## src/hdl/pccr_pkg.sv

```systemverilog
package pccr_pkg;
	// Register addresses in the processor's X I/O space
	localparam logic [15:0] ADDR_CTRL_ONE = 16'hfffd;
	localparam logic [15:0] ADDR_CTRL_ZERO = 16'hfffc;

	// Control register zero fields
	localparam int MULT_LSB = 0;
	localparam int MULT_W = 12;
	localparam int PREDIV_LO_LSB = 12;
	localparam int PREDIV_LO_W = 4;

	// Control register one fields
	localparam int DIV_LSB = 0;
	localparam int DIV_W = 3;
	localparam int LOW_RANGE_BIT = 3;
	localparam int DRIVE_OFF_BIT = 4;
	localparam int KEEP_BIT = 5;
	localparam int PLL_ON_BIT = 6;
	localparam int GATE_BIT = 7;
	localparam int PREDIV_HI_LSB = 9;
	localparam int PREDIV_HI_W = 3;
	localparam int PREDIV_W = 7;

	// Reset values of the fields that are not parameters of the top module, and read data for unmapped addresses
	localparam logic [DIV_W-1:0] DIV_RESET = 3'h0;
	localparam logic KEEP_RESET = 1'b0;
	localparam logic PLL_ON_RESET = 1'b0;
	localparam logic GATE_RESET = 1'b0;
	localparam logic [15:0] RDATA_RESET = 16'h0000;
	localparam logic [15:0] RDATA_UNMAPPED = 16'h0000;

	// Multiplier codes up to this value mean a factor of four or less
	localparam logic [MULT_W-1:0] MULT_SMALL_MAX = 12'h003;

	// Timing
	localparam int CLK_PERIOD_NS = 50;
	localparam int LOCK_TIME_NS = 100000;
	localparam int LOCK_CYCLES = (LOCK_TIME_NS + CLK_PERIOD_NS - 1) / CLK_PERIOD_NS;
	localparam int LOCK_CNT_W = 12;
	localparam logic [LOCK_CNT_W-1:0] LOCK_LOAD = LOCK_CNT_W'(LOCK_CYCLES - 1);
	localparam logic [LOCK_CNT_W-1:0] LOCK_ZERO = 12'h000;
	localparam int DIV_CNT_W = 7;
	localparam logic [1:0] STRETCH_TICKS = 2'h2;
	localparam logic [1:0] INIT_LOAD = 2'h2;
	localparam logic [1:0] INIT_DONE = 2'h3;

	typedef struct packed {
		logic [15:0] addr;
		logic [15:0] wdata;
		logic wr;
		logic rd;
	} pccr_xio_req_s;

	typedef enum logic [1:0] {
		LOCK_OFF,
		LOCK_WAIT,
		LOCK_HELD
	} pccr_lock_e;
endpackage

```

## src/hdl/pccr_lp_divider.sv

```systemverilog
`timescale 1ns/1ps
module pccr_lp_divider (
	input wire logic clock_i, // Core clock
	input wire logic rst_i, // Asynchronous reset, active high
	input wire logic tick_i, // One pulse per source clock edge
	input wire logic [pccr_pkg::DIV_W-1:0] code_i, // Power-of-two exponent
	output logic tick_o // One pulse per 2**code_i input pulses
);
	logic [pccr_pkg::DIV_CNT_W-1:0] cnt_r;
	logic [pccr_pkg::DIV_CNT_W-1:0] cnt_nxt;
	logic [pccr_pkg::DIV_CNT_W:0] mask_wide;
	logic [pccr_pkg::DIV_CNT_W-1:0] mask;

	// Code zero gives an all-zero mask, so every input pulse passes
	assign mask_wide = (8'h01 << code_i) - 8'h01;
	assign mask = mask_wide[pccr_pkg::DIV_CNT_W-1:0];
	assign tick_o = tick_i & ((cnt_r & mask) == mask);
	assign cnt_nxt = tick_i ? cnt_r + 7'h01 : cnt_r;

	always_ff @(posedge clock_i or posedge rst_i) begin
		if (rst_i) begin
			cnt_r <= 7'h00;
		end else begin
			cnt_r <= cnt_nxt;
		end
	end
endmodule

```

## src/hdl/pccr_pin_sync.sv

```systemverilog
`timescale 1ns/1ps
module pccr_pin_sync (
	input wire logic clock_i, // Core clock
	input wire logic rst_i, // Asynchronous reset, active high
	input wire logic pin_i, // Asynchronous pin level
	output logic level_o, // Synchronised level
	output logic rise_o // One-cycle pulse on a rising edge
);
	logic s1_r;
	logic s2_r;
	logic s3_r;

	always_ff @(posedge clock_i or posedge rst_i) begin
		if (rst_i) begin
			s1_r <= 1'b0;
			s2_r <= 1'b0;
			s3_r <= 1'b0;
		end else begin
			s1_r <= pin_i;
			s2_r <= s1_r;
			s3_r <= s2_r;
		end
	end

	assign level_o = s2_r;
	assign rise_o = s2_r & ~s3_r;
endmodule

```

## src/hdl/pccr_regs.sv

```systemverilog
`timescale 1ns/1ps
// What this block does
// - Low four predivider code bits live in control zero bits 12 to 15.
// - High three predivider code bits live in control one bits 9 to 11.
// - Predivision factor is the seven-bit code plus one, 1 to 128.
// - Writing a new predivider code drops lock, which returns after a delay.
// - Low-power divider divides by two to the power of its 3-bit code.
// - Changing only the low-power divider code keeps lock.
// - Divider update stretches the instruction cycle only when factor is four or less.
// - Reset clears the low-power divider code, dividing by one.
// - Control one bit 3 selects reduced crystal amplifier gain.
// - Crystal range change while the loop runs drops lock and reacquires.
// - Control one bit 4 forces crystal drive pin high, stopping the oscillator.
// - Crystal drive bit change with factor above four drops lock and reacquires.
// - Control one bit 5 keeps loop and oscillator running in Stop; reset clears.
// - Keep bit set, enable clear: oscillator runs, loop off in Stop.
// - Control one bit 6 selects loop clocks; clear bypasses and stops the loop.
// - Software may set or clear the loop enable bit at any time.
// - The loop enable bit is loaded from the init pin at reset.
// - Control one bit 7 holds clock output high; clear gives 50% clock.
// - Clock output pin toggles in every state but Stop.
// - Control one bits 8 and 12 to 15 read as zero.
// - Control one is a 16-bit read/write X I/O register, reset zero except bit 6, loaded from the init pin.
// - Multiplier code in control zero bits 0 to 11, factor code plus one.
// - Writing a new multiplier code drops lock, which returns after a delay.
// - Enable bit picks bypass or divider source, then halved for core and pin.
module pccr_regs #(
	parameter logic [pccr_pkg::PREDIV_W-1:0] PREDIV_RESET = 7'h00, // Predivider code at reset
	parameter logic [pccr_pkg::MULT_W-1:0] MULT_RESET = 12'h000, // Multiplier code at reset
	parameter logic LOW_RANGE_RESET = 1'b0, // Crystal range bit at reset
	parameter logic DRIVE_OFF_RESET = 1'b0 // Crystal drive disable bit at reset
) (
	input wire logic clock_i, // Core clock, 20 MHz
	input wire logic rst_i, // Asynchronous reset, active high
	input wire pccr_pkg::pccr_xio_req_s xio_req_i, // X I/O access request
	output logic [15:0] xio_rdata_o, // Read data, one cycle after a read
	input wire logic external_clock_input_i, // External clock pin level
	input wire logic vco_clock_i, // VCO output level
	input wire logic pll_init_pin_i, // Enable strap pin
	input wire logic stop_i, // Core is in the Stop state
	output logic core_clk_en_o, // One pulse per internal core cycle
	output logic cycle_stretch_o, // Instruction cycle is being lengthened
	output logic clock_output_pin_o, // Clock output pin level
	output logic crystal_drive_force_o, // Crystal drive pin held high
	output logic crystal_low_range_o, // Reduced amplifier transconductance
	output logic osc_run_o, // Crystal oscillator enabled
	output logic pll_run_o, // PLL and VCO enabled
	output logic pll_lock_o, // Lock indication
	output logic [7:0] input_predivide_factor_o, // Predivision factor 1 to 128
	output logic [12:0] multiplication_factor_o, // Multiplication factor 1 to 4096
	output logic [pccr_pkg::DIV_W-1:0] lowpower_divide_code_o // Low-power divider code
);
	logic [pccr_pkg::PREDIV_W-1:0] predivider_code_r;
	logic [pccr_pkg::PREDIV_W-1:0] predivider_code_nxt;
	logic [pccr_pkg::MULT_W-1:0] multiplier_code_r;
	logic [pccr_pkg::MULT_W-1:0] multiplier_code_nxt;
	logic [pccr_pkg::DIV_W-1:0] lowpower_divide_code_r;
	logic [pccr_pkg::DIV_W-1:0] lowpower_divide_code_nxt;
	logic crystal_low_range_r;
	logic crystal_low_range_nxt;
	logic crystal_drive_off_r;
	logic crystal_drive_off_nxt;
	logic keep_running_in_stop_r;
	logic keep_running_in_stop_nxt;
	logic pll_on_r;
	logic pll_on_nxt;
	logic clock_pin_gate_r;
	logic clock_pin_gate_nxt;
	logic [15:0] xio_rdata_r;
	logic [15:0] xio_rdata_nxt;
	logic [1:0] init_cnt_r;
	logic [1:0] init_cnt_nxt;
	pccr_pkg::pccr_lock_e lock_state_r;
	pccr_pkg::pccr_lock_e lock_state_nxt;
	logic [pccr_pkg::LOCK_CNT_W-1:0] lock_cnt_r;
	logic [pccr_pkg::LOCK_CNT_W-1:0] lock_cnt_nxt;
	logic pll_run_prev_r;
	logic [1:0] stretch_cnt_r;
	logic [1:0] stretch_cnt_nxt;
	logic phase_r;
	logic core_en_r;
	logic pin_clk_r;

	logic hit_one;
	logic hit_zero;
	logic wr_one;
	logic wr_zero;
	logic init_load;
	logic init_pin_level;
	logic ext_rise;
	logic vco_rise;
	logic lpd_tick;
	logic src_tick;
	logic [15:0] ctrl_one_view;
	logic [15:0] ctrl_zero_view;
	logic [pccr_pkg::PREDIV_LO_W-1:0] wd_prediv_lo;
	logic [pccr_pkg::PREDIV_HI_W-1:0] wd_prediv_hi;
	logic [pccr_pkg::MULT_W-1:0] wd_mult;
	logic [pccr_pkg::DIV_W-1:0] wd_div;
	logic mult_small;
	logic prediv_chg;
	logic mult_chg;
	logic div_chg;
	logic range_chg;
	logic drive_chg;
	logic relock_req;
	logic pll_run;
	logic osc_run;

	pccr_pin_sync u_ext_sync (
		.clock_i(clock_i),
		.rst_i(rst_i),
		.pin_i(external_clock_input_i),
		.level_o(),
		.rise_o(ext_rise)
	);

	pccr_pin_sync u_vco_sync (
		.clock_i(clock_i),
		.rst_i(rst_i),
		.pin_i(vco_clock_i),
		.level_o(),
		.rise_o(vco_rise)
	);

	pccr_pin_sync u_init_sync (
		.clock_i(clock_i),
		.rst_i(rst_i),
		.pin_i(pll_init_pin_i),
		.level_o(init_pin_level),
		.rise_o()
	);

	pccr_lp_divider u_lpd (
		.clock_i(clock_i),
		.rst_i(rst_i),
		.tick_i(vco_rise),
		.code_i(lowpower_divide_code_r),
		.tick_o(lpd_tick)
	);

	// Register decode
	assign hit_one = xio_req_i.addr == pccr_pkg::ADDR_CTRL_ONE;
	assign hit_zero = xio_req_i.addr == pccr_pkg::ADDR_CTRL_ZERO;
	assign wr_one = xio_req_i.wr & hit_one;
	assign wr_zero = xio_req_i.wr & hit_zero;
	assign wd_prediv_lo = xio_req_i.wdata[pccr_pkg::PREDIV_LO_LSB +: pccr_pkg::PREDIV_LO_W];
	assign wd_prediv_hi = xio_req_i.wdata[pccr_pkg::PREDIV_HI_LSB +: pccr_pkg::PREDIV_HI_W];
	assign wd_mult = xio_req_i.wdata[pccr_pkg::MULT_LSB +: pccr_pkg::MULT_W];
	assign wd_div = xio_req_i.wdata[pccr_pkg::DIV_LSB +: pccr_pkg::DIV_W];

	// Strap is sampled when the synchroniser has filled after release
	assign init_load = init_cnt_r == pccr_pkg::INIT_LOAD;
	assign init_cnt_nxt = (init_cnt_r == pccr_pkg::INIT_DONE) ? init_cnt_r : init_cnt_r + 2'h1;

	assign predivider_code_nxt = {wr_one ? wd_prediv_hi : predivider_code_r[6:4],
		wr_zero ? wd_prediv_lo : predivider_code_r[3:0]};
	assign multiplier_code_nxt = wr_zero ? wd_mult : multiplier_code_r;
	assign lowpower_divide_code_nxt = wr_one ? wd_div : lowpower_divide_code_r;
	assign crystal_low_range_nxt = wr_one ? xio_req_i.wdata[pccr_pkg::LOW_RANGE_BIT]
		: crystal_low_range_r;
	assign crystal_drive_off_nxt = wr_one ? xio_req_i.wdata[pccr_pkg::DRIVE_OFF_BIT]
		: crystal_drive_off_r;
	assign keep_running_in_stop_nxt = wr_one ? xio_req_i.wdata[pccr_pkg::KEEP_BIT]
		: keep_running_in_stop_r;
	assign pll_on_nxt = init_load ? init_pin_level
		: (wr_one ? xio_req_i.wdata[pccr_pkg::PLL_ON_BIT] : pll_on_r);
	assign clock_pin_gate_nxt = wr_one ? xio_req_i.wdata[pccr_pkg::GATE_BIT]
		: clock_pin_gate_r;

	// Read views; reserved bits are zero
	assign ctrl_one_view = {4'h0, predivider_code_r[6:4], 1'b0, clock_pin_gate_r, pll_on_r,
		keep_running_in_stop_r, crystal_drive_off_r, crystal_low_range_r,
		lowpower_divide_code_r};
	assign ctrl_zero_view = {predivider_code_r[3:0], multiplier_code_r};
	assign xio_rdata_nxt = !xio_req_i.rd ? xio_rdata_r
		: (hit_one ? ctrl_one_view : (hit_zero ? ctrl_zero_view : pccr_pkg::RDATA_UNMAPPED));

	always_ff @(posedge clock_i or posedge rst_i) begin
		if (rst_i) begin
			predivider_code_r <= PREDIV_RESET;
			multiplier_code_r <= MULT_RESET;
			lowpower_divide_code_r <= pccr_pkg::DIV_RESET;
			crystal_low_range_r <= LOW_RANGE_RESET;
			crystal_drive_off_r <= DRIVE_OFF_RESET;
			keep_running_in_stop_r <= pccr_pkg::KEEP_RESET;
			pll_on_r <= pccr_pkg::PLL_ON_RESET;
			clock_pin_gate_r <= pccr_pkg::GATE_RESET;
			xio_rdata_r <= pccr_pkg::RDATA_RESET;
			init_cnt_r <= 2'h0;
		end else begin
			predivider_code_r <= predivider_code_nxt;
			multiplier_code_r <= multiplier_code_nxt;
			lowpower_divide_code_r <= lowpower_divide_code_nxt;
			crystal_low_range_r <= crystal_low_range_nxt;
			crystal_drive_off_r <= crystal_drive_off_nxt;
			keep_running_in_stop_r <= keep_running_in_stop_nxt;
			pll_on_r <= pll_on_nxt;
			clock_pin_gate_r <= clock_pin_gate_nxt;
			xio_rdata_r <= xio_rdata_nxt;
			init_cnt_r <= init_cnt_nxt;
		end
	end

	// Events that disturb the loop
	assign mult_small = multiplier_code_r <= pccr_pkg::MULT_SMALL_MAX;
	assign prediv_chg = (wr_zero & (wd_prediv_lo != predivider_code_r[3:0]))
		| (wr_one & (wd_prediv_hi != predivider_code_r[6:4]));
	assign mult_chg = wr_zero & (wd_mult != multiplier_code_r);
	assign div_chg = wr_one & (wd_div != lowpower_divide_code_r);
	assign range_chg = wr_one & (xio_req_i.wdata[pccr_pkg::LOW_RANGE_BIT] != crystal_low_range_r);
	assign drive_chg = wr_one & (xio_req_i.wdata[pccr_pkg::DRIVE_OFF_BIT] != crystal_drive_off_r);
	// Divider changes are absent here on purpose
	assign relock_req = prediv_chg | mult_chg | range_chg
		| (drive_chg & ~mult_small);

	// Stop handling: keep bit decides, enable bit further gates the loop
	assign pll_run = pll_on_r & (~stop_i | keep_running_in_stop_r);
	assign osc_run = ~crystal_drive_off_r & (~stop_i | keep_running_in_stop_r);

	always_comb begin
		lock_state_nxt = lock_state_r;
		lock_cnt_nxt = lock_cnt_r;
		case (lock_state_r)
			pccr_pkg::LOCK_OFF: begin
				if (pll_run) begin
					lock_state_nxt = pccr_pkg::LOCK_WAIT;
					lock_cnt_nxt = pccr_pkg::LOCK_LOAD;
				end
			end
			pccr_pkg::LOCK_WAIT: begin
				if (!pll_run) begin
					lock_state_nxt = pccr_pkg::LOCK_OFF;
				end else if (relock_req) begin
					lock_cnt_nxt = pccr_pkg::LOCK_LOAD;
				end else if (lock_cnt_r == pccr_pkg::LOCK_ZERO) begin
					lock_state_nxt = pccr_pkg::LOCK_HELD;
				end else begin
					lock_cnt_nxt = lock_cnt_r - 12'h001;
				end
			end
			pccr_pkg::LOCK_HELD: begin
				if (!pll_run) begin
					lock_state_nxt = pccr_pkg::LOCK_OFF;
				end else if (relock_req) begin
					lock_state_nxt = pccr_pkg::LOCK_WAIT;
					lock_cnt_nxt = pccr_pkg::LOCK_LOAD;
				end
			end
			default: begin
				lock_state_nxt = pccr_pkg::LOCK_OFF;
			end
		endcase
	end

	// Clock source and output stage
	assign src_tick = pll_on_r ? lpd_tick : ext_rise;
	assign stretch_cnt_nxt = (div_chg & mult_small) ? pccr_pkg::STRETCH_TICKS
		: ((src_tick && stretch_cnt_r != 2'h0) ? stretch_cnt_r - 2'h1 : stretch_cnt_r);

	always_ff @(posedge clock_i or posedge rst_i) begin
		if (rst_i) begin
			lock_state_r <= pccr_pkg::LOCK_OFF;
			lock_cnt_r <= pccr_pkg::LOCK_ZERO;
			pll_run_prev_r <= 1'b0;
			stretch_cnt_r <= 2'h0;
			phase_r <= 1'b0;
			core_en_r <= 1'b0;
			pin_clk_r <= 1'b1;
		end else begin
			lock_state_r <= lock_state_nxt;
			lock_cnt_r <= lock_cnt_nxt;
			pll_run_prev_r <= pll_run;
			stretch_cnt_r <= stretch_cnt_nxt;
			phase_r <= (src_tick & ~stop_i) ? ~phase_r : phase_r;
			core_en_r <= src_tick & phase_r & ~stop_i & (stretch_cnt_r == 2'h0);
			pin_clk_r <= clock_pin_gate_r | stop_i | phase_r;
		end
	end

	assign xio_rdata_o = xio_rdata_r;
	assign core_clk_en_o = core_en_r;
	assign cycle_stretch_o = stretch_cnt_r != 2'h0;
	assign clock_output_pin_o = pin_clk_r;
	assign crystal_drive_force_o = crystal_drive_off_r;
	assign crystal_low_range_o = crystal_low_range_r;
	assign osc_run_o = osc_run;
	assign pll_run_o = pll_run;
	assign pll_lock_o = lock_state_r != pccr_pkg::LOCK_WAIT;
	assign input_predivide_factor_o = {1'b0, predivider_code_r} + 8'h01;
	assign multiplication_factor_o = {1'b0, multiplier_code_r} + 13'h0001;
	assign lowpower_divide_code_o = lowpower_divide_code_r;

	property p_prediv_lo;
		@(posedge clock_i) disable iff (rst_i)
		wr_zero |=> predivider_code_r[3:0] == $past(wd_prediv_lo);
	endproperty
	a_prediv_lo: assert property (p_prediv_lo) else $error("low predivider bits lost");

	property p_prediv_hi;
		@(posedge clock_i) disable iff (rst_i)
		wr_one |=> ctrl_one_view[11:9] == $past(wd_prediv_hi);
	endproperty
	a_prediv_hi: assert property (p_prediv_hi) else $error("high predivider bits lost");

	property p_factor_range;
		@(posedge clock_i) disable iff (rst_i)
		input_predivide_factor_o != 8'h00 && input_predivide_factor_o <= 8'h80;
	endproperty
	a_factor_range: assert property (p_factor_range) else $error("factor out of range");

	property p_relock;
		@(posedge clock_i) disable iff (rst_i)
		(prediv_chg || mult_chg) && pll_run |=> !pll_lock_o ##1 (!pll_lock_o || !pll_run_prev_r);
	endproperty
	a_relock: assert property (p_relock) else $error("lock kept after code change");

	property p_div_keeps_lock;
		@(posedge clock_i) disable iff (rst_i)
		div_chg && !relock_req && pll_lock_o && $stable(pll_run) |=> pll_lock_o;
	endproperty
	a_div_keeps_lock: assert property (p_div_keeps_lock) else $error("divider lost lock");

	property p_stretch;
		@(posedge clock_i) disable iff (rst_i)
		div_chg |=> cycle_stretch_o == $past(mult_small) || $past(cycle_stretch_o);
	endproperty
	a_stretch: assert property (p_stretch) else $error("stretch does not match factor");

	property p_stop_off;
		@(posedge clock_i) disable iff (rst_i)
		stop_i && !keep_running_in_stop_r |-> !osc_run_o && !pll_run_o;
	endproperty
	a_stop_off: assert property (p_stop_off) else $error("clocks running in Stop");

	property p_stop_keep_osc;
		@(posedge clock_i) disable iff (rst_i)
		stop_i && keep_running_in_stop_r && !pll_on_r && !crystal_drive_off_r
			|-> osc_run_o && !pll_run_o;
	endproperty
	a_stop_keep_osc: assert property (p_stop_keep_osc) else $error("keep mode wrong");

	property p_gate_high;
		@(posedge clock_i) disable iff (rst_i)
		clock_pin_gate_r |=> clock_output_pin_o;
	endproperty
	a_gate_high: assert property (p_gate_high) else $error("clock pin not held high");

	property p_reserved_zero;
		@(posedge clock_i) disable iff (rst_i)
		xio_req_i.rd && hit_one |=> xio_rdata_o[8] == 1'b0 && xio_rdata_o[15:12] == 4'h0;
	endproperty
	a_reserved_zero: assert property (p_reserved_zero) else $error("reserved bits not zero");

	property p_drive_force;
		@(posedge clock_i) disable iff (rst_i)
		wr_one |=> crystal_drive_force_o == $past(xio_req_i.wdata[pccr_pkg::DRIVE_OFF_BIT]);
	endproperty
	a_drive_force: assert property (p_drive_force) else $error("drive disable not applied");

	property p_bypass_lock;
		@(posedge clock_i) disable iff (rst_i)
		!pll_run_prev_r && !pll_run |-> pll_lock_o;
	endproperty
	a_bypass_lock: assert property (p_bypass_lock) else $error("lock low with loop off");
endmodule

```

## config.mk

```make
export PLATFORM = sky130hd
export DESIGN_NAME = pccr_regs
export DESIGN_NICKNAME = d
export VERILOG_FILES = /design/src/hdl/pccr_pkg.sv /design/src/hdl/pccr_lp_divider.sv /design/src/hdl/pccr_pin_sync.sv /design/src/hdl/pccr_regs.sv
export SDC_FILE = /design/constraint.sdc
export NUM_CORES = 1
export LEC_CHECK = 0
export BUFFER_PORTS_ARGS = -buffer_cell sky130_fd_sc_hd__buf_2
export CELL_PAD_IN_SITES_DETAIL_PLACEMENT = 0
export CELL_PAD_IN_SITES_GLOBAL_PLACEMENT = 1
export CORE_MARGIN = 2
export CORE_UTILIZATION = 42
export DETAILED_ROUTE_END_ITERATION = 8
export GPL_TIMING_DRIVEN = 0
export HOLD_SLACK_MARGIN = 0.1
export PLACE_DENSITY_LB_ADDON = 0.1
export SLEW_MARGIN = 20
export SYNTH_ARGS = -nofsm -noshare
export SYNTH_HDL_FRONTEND = slang
export SYNTH_SLANG_ARGS = --single-unit
export TNS_END_PERCENT = 30
```

## constraint.sdc

```tcl
create_clock -name clock_i -period 2.9 [get_ports clock_i]
set_clock_uncertainty 0.1 [all_clocks]
set_input_delay 0.29 -clock clock_i [delete_from_list [all_inputs] [get_ports clock_i]]
set_output_delay 0.29 -clock clock_i [all_outputs]
set_load 0.02 [all_outputs]
```

==> summary.txt <==
Clock network
  • H-tree depth: 3
  • Clk slew on worst S/H paths: about 80 ps
  • Clock buffer depth: 2
  • Root Driver: clkbuf_8
  • Clock sink count: 79
  • CTS tree: built
  • Clk_lat worst skew: approximately 360 ps
  • Num CTS Buffers: 9

Global routing
  • Largest net degree at the start of global routing: between 50 and 60
  • Initial antenna violation count: 1
  • Grt ovf: 0
  • First-pass GRT wire length: roughly 16,000 um
  • Gr usage total: between 10% and 20%
  • Vias in the first global route: approximately 3.2k

Yosys
  • Largest family of logic cells by synthesized area: simple AND/OR/NAND/NOR gates
  • Seq/Total Area, Yosys: 47.0%
  • Main flop type after synthesis: dfrtp_1
  • Simple-Gate Fraction of Synth Area: between 10% and 20%
  • Warnings from Yosys: 0
  • Proportion of synthesized area in mux cells: roughly a tenth
  • Synth cell types: 52
  • Post-Synthesis Mean Instance Area: 10.2 um2
  • XOR/XNOR share of the synthesized area: about a tenth
  • Synthesized flop and latch total: slightly below 80
  • Post-synth EDFFs: 0
  • Post-Synthesis Cells: roughly 410
  • Synth Net Count: about 460
  • Cell Area, Synth: about 4200 um2
  • Adder-Cell Fraction of Synth Area: between 2 and 2.5%
  • Ys async rst share: 100%
  • Compound-gate portion of the synthesized area: under 10%

STA
  • PnR worst setup slack: just over 200 ps
  • Final setup TNS: 0 ps
  • Fin. Hold Viols: 0
  • Slew @ Worst Pin: between 900 and 1000 ps
  • Fmax: around 0.37 GHz
  • RSZ-0062 raised after global routing: no
  • Final period util: 92.8%
  • Max-slew violations: 0
  • Max_slew headroom: between 30% and 40%
  • Minimum clock period: between 2000 and 3000 ps
  • Count of final setup violators: 0

Worst setup path
  • Cells along the critical path: dlygate4sd3_1 -> buf_2 -> xor2_1 -> nor4_1 -> nand4_1 -> a211oi_1 -> clkbuf_1 -> o21ai_0 -> o21a_1
  • CP max FO: 10
  • Crit start category: input pin
  • CP max stage cell: dlygate4sd3_1
  • Critical path arrival: 2840 ps
  • CP Class: in2reg
  • Cell family with most CP delay: buffers and inverters
  • Buf/Inv on CP: 3
  • Crit end category: register
  • Crit path largest cell delay: approximately 530 ps
  • CP required: around 3000 ps

Routing
  • DRC errors left: 0
  • First-pass DRT Iterations: 4
  • Mean routed wirelength per cell: between 15 and 20 um
  • Vias: between 3k and 4k
  • Post-route ant nets: 0
  • Final WL: approximately 10000 um
  • Initial DRC count: between 100 and 150
  • Drt via density: around 5.1

Power and ir drop
  • LEAKAGE: approximately 2.5 nW
  • Pwr Density: between 400 and 500 nW/um2
  • Maximum VDD drop: ~0.34 mV

Finish
  • Final Non-Filler Cells: about 660
  • Share of layout cells above drive strength 1: 26.6%
  • # diodes: 0
  • Commonest non-fill, non-tap cell in the layout: buf_2
  • Area of the multi-input gates: 2010 um2
  • Final Instance Area: slightly above 5000 um2
  • FF+latch area: slightly below 2000 um2
  • Fin nets: 566
  • Most frequent cells in the layout: buf_2 (86), dfrtp_1 (78), inv_1 (34)
  • Synth-to-Final Area Change: 22.5%
  • FILL cells: roughly 970

Floorplanning
  • Die area: 10,800 um2
  • Die X: approximately 100 um
  • Die height: around 100 um
  • IO Pins: 88
  • Core Region: 9770 um2
  • Row Count: 36
  • Initial Utilization: a little over two fifths

Placed design
  • Buffers on Ports: 85
  • Placed cells: 630
  • Setup WS pre-CTS: between 200 and 250 ps
  • Placed Area: around 4800 um2
  • Placer Congestion: between 0.7 and 0.8
  • DPL Wire Length: 7210 um

Outcome
  • Status: finished clean

Run
  • Max cap viols: 0

Min path
  • Hold Path Class: in2reg
worst paths after layout:
check	startpoint	to	slack, ps	cells past startpoint
hold / removal	xio_req_i[9]	multiplier_code_r[7]	120	2
setup reg to reg	multiplier_code_r[6]	lock_cnt_r[2]	220	8
hold reg to reg	u_vco_sync.s1_r	u_vco_sync.level_o	250	0
setup / recovery	xio_req_i[14]	lock_cnt_r[2]	210	9
min in group asynchronous	rst_i	xio_rdata_o[3]	350	3
max in group asynchronous	rst_i	clock_output_pin_o	1700	4
report_power, final:
group | switching, mW | internal [mW] | total [mW]
Combinational | 0.183 | 0.167 | 0.350
Clock | 0.427 | 0.453 | 0.880
Sequential | 0.104 | 1.20 | 1.31
what timing repair did:
| item | CTS | global route |
|---|---|---|
| endpoints found under the hold margin | 36 | 0 |
| resized for setup | 0 | 1 |
| setup endpoints to repair | 0 | 2 |
| hold buffers | 11 | 0 |
| buffers inserted | 0 | 0 |
cells in the mapped netlist (5+ instances only):
library cell,instances,area [um2]
inv_1,35,131
nand4_1,8,50.1
and3_1,17,106
nand2_1,26,97.6
o22ai_1,11,68.8
o21ai_0,22,110
ha_1,8,100
nand3_1,14,70.1
clkbuf_1,18,67.6
xnor2_1,23,201
o21a_1,7,52.6
mux2i_1,14,140
xor2_1,24,210
dfrtp_1,78,1950
nor4_1,6,37.5
mux2_2,27,304
nor2b_1,5,31.3
nor2_1,24,90.1
routing by layer:
layer	global-route usage, %	vias to the layer above	routed length (um)
met5	0	-	7
met4	4.44	2	97
met3	4.70	12	516
met2	29.5	100	4480
met1	26.6	1599	4790
li1	-	1642	-
final cells by class:
type / count / share of cell area (%)
Inverter: 36 / 2.67
Sequential cell: 79 / 38.3
Clock buffer: 11 / 2.93
Tap cell: 133 / 3.22
Timing Repair Buffer: 97 / 10.9
Multi-Input combinational cell: 275 / 39.0
Buffer: 20 / 1.70
Clock inverter: 5 / 1.24
kinds of logic after synthesis:
family / count (synthesis)
DFF: 79
xor gates and xnor gates: 47
AOI/OAI and AO/OA: 60
adders and majority gates: 8
muxes: 41
and+or+nand+nor: 119
buffers and inverters: 57
registers in the layout (all words and copies together), names as in the netlist, 2 cells and up:
signal / flops
multiplier_code_r: 12
lock_state_r: 2
lock_cnt_r: 12
lowpower_divide_code_o: 3
predivider_code_r: 7
init_cnt_r: 2
u_lpd.cnt_r: 7
stretch_cnt_r: 2
xio_rdata_o: 16
metrics by stage:
step	power (mW)	hold WS, ps	util, %
2_1_floorplan	1.55	221	-
3_3_place_gp	1.66	233	49.1
3_5_place_dp	1.67	205	49.4
4_1_cts	2.58	100	52.8
5_1_grt	2.69	105	52.8
6_report	2.54	116	52.8
No activity file was read; power rests on OpenSTA's default activity.
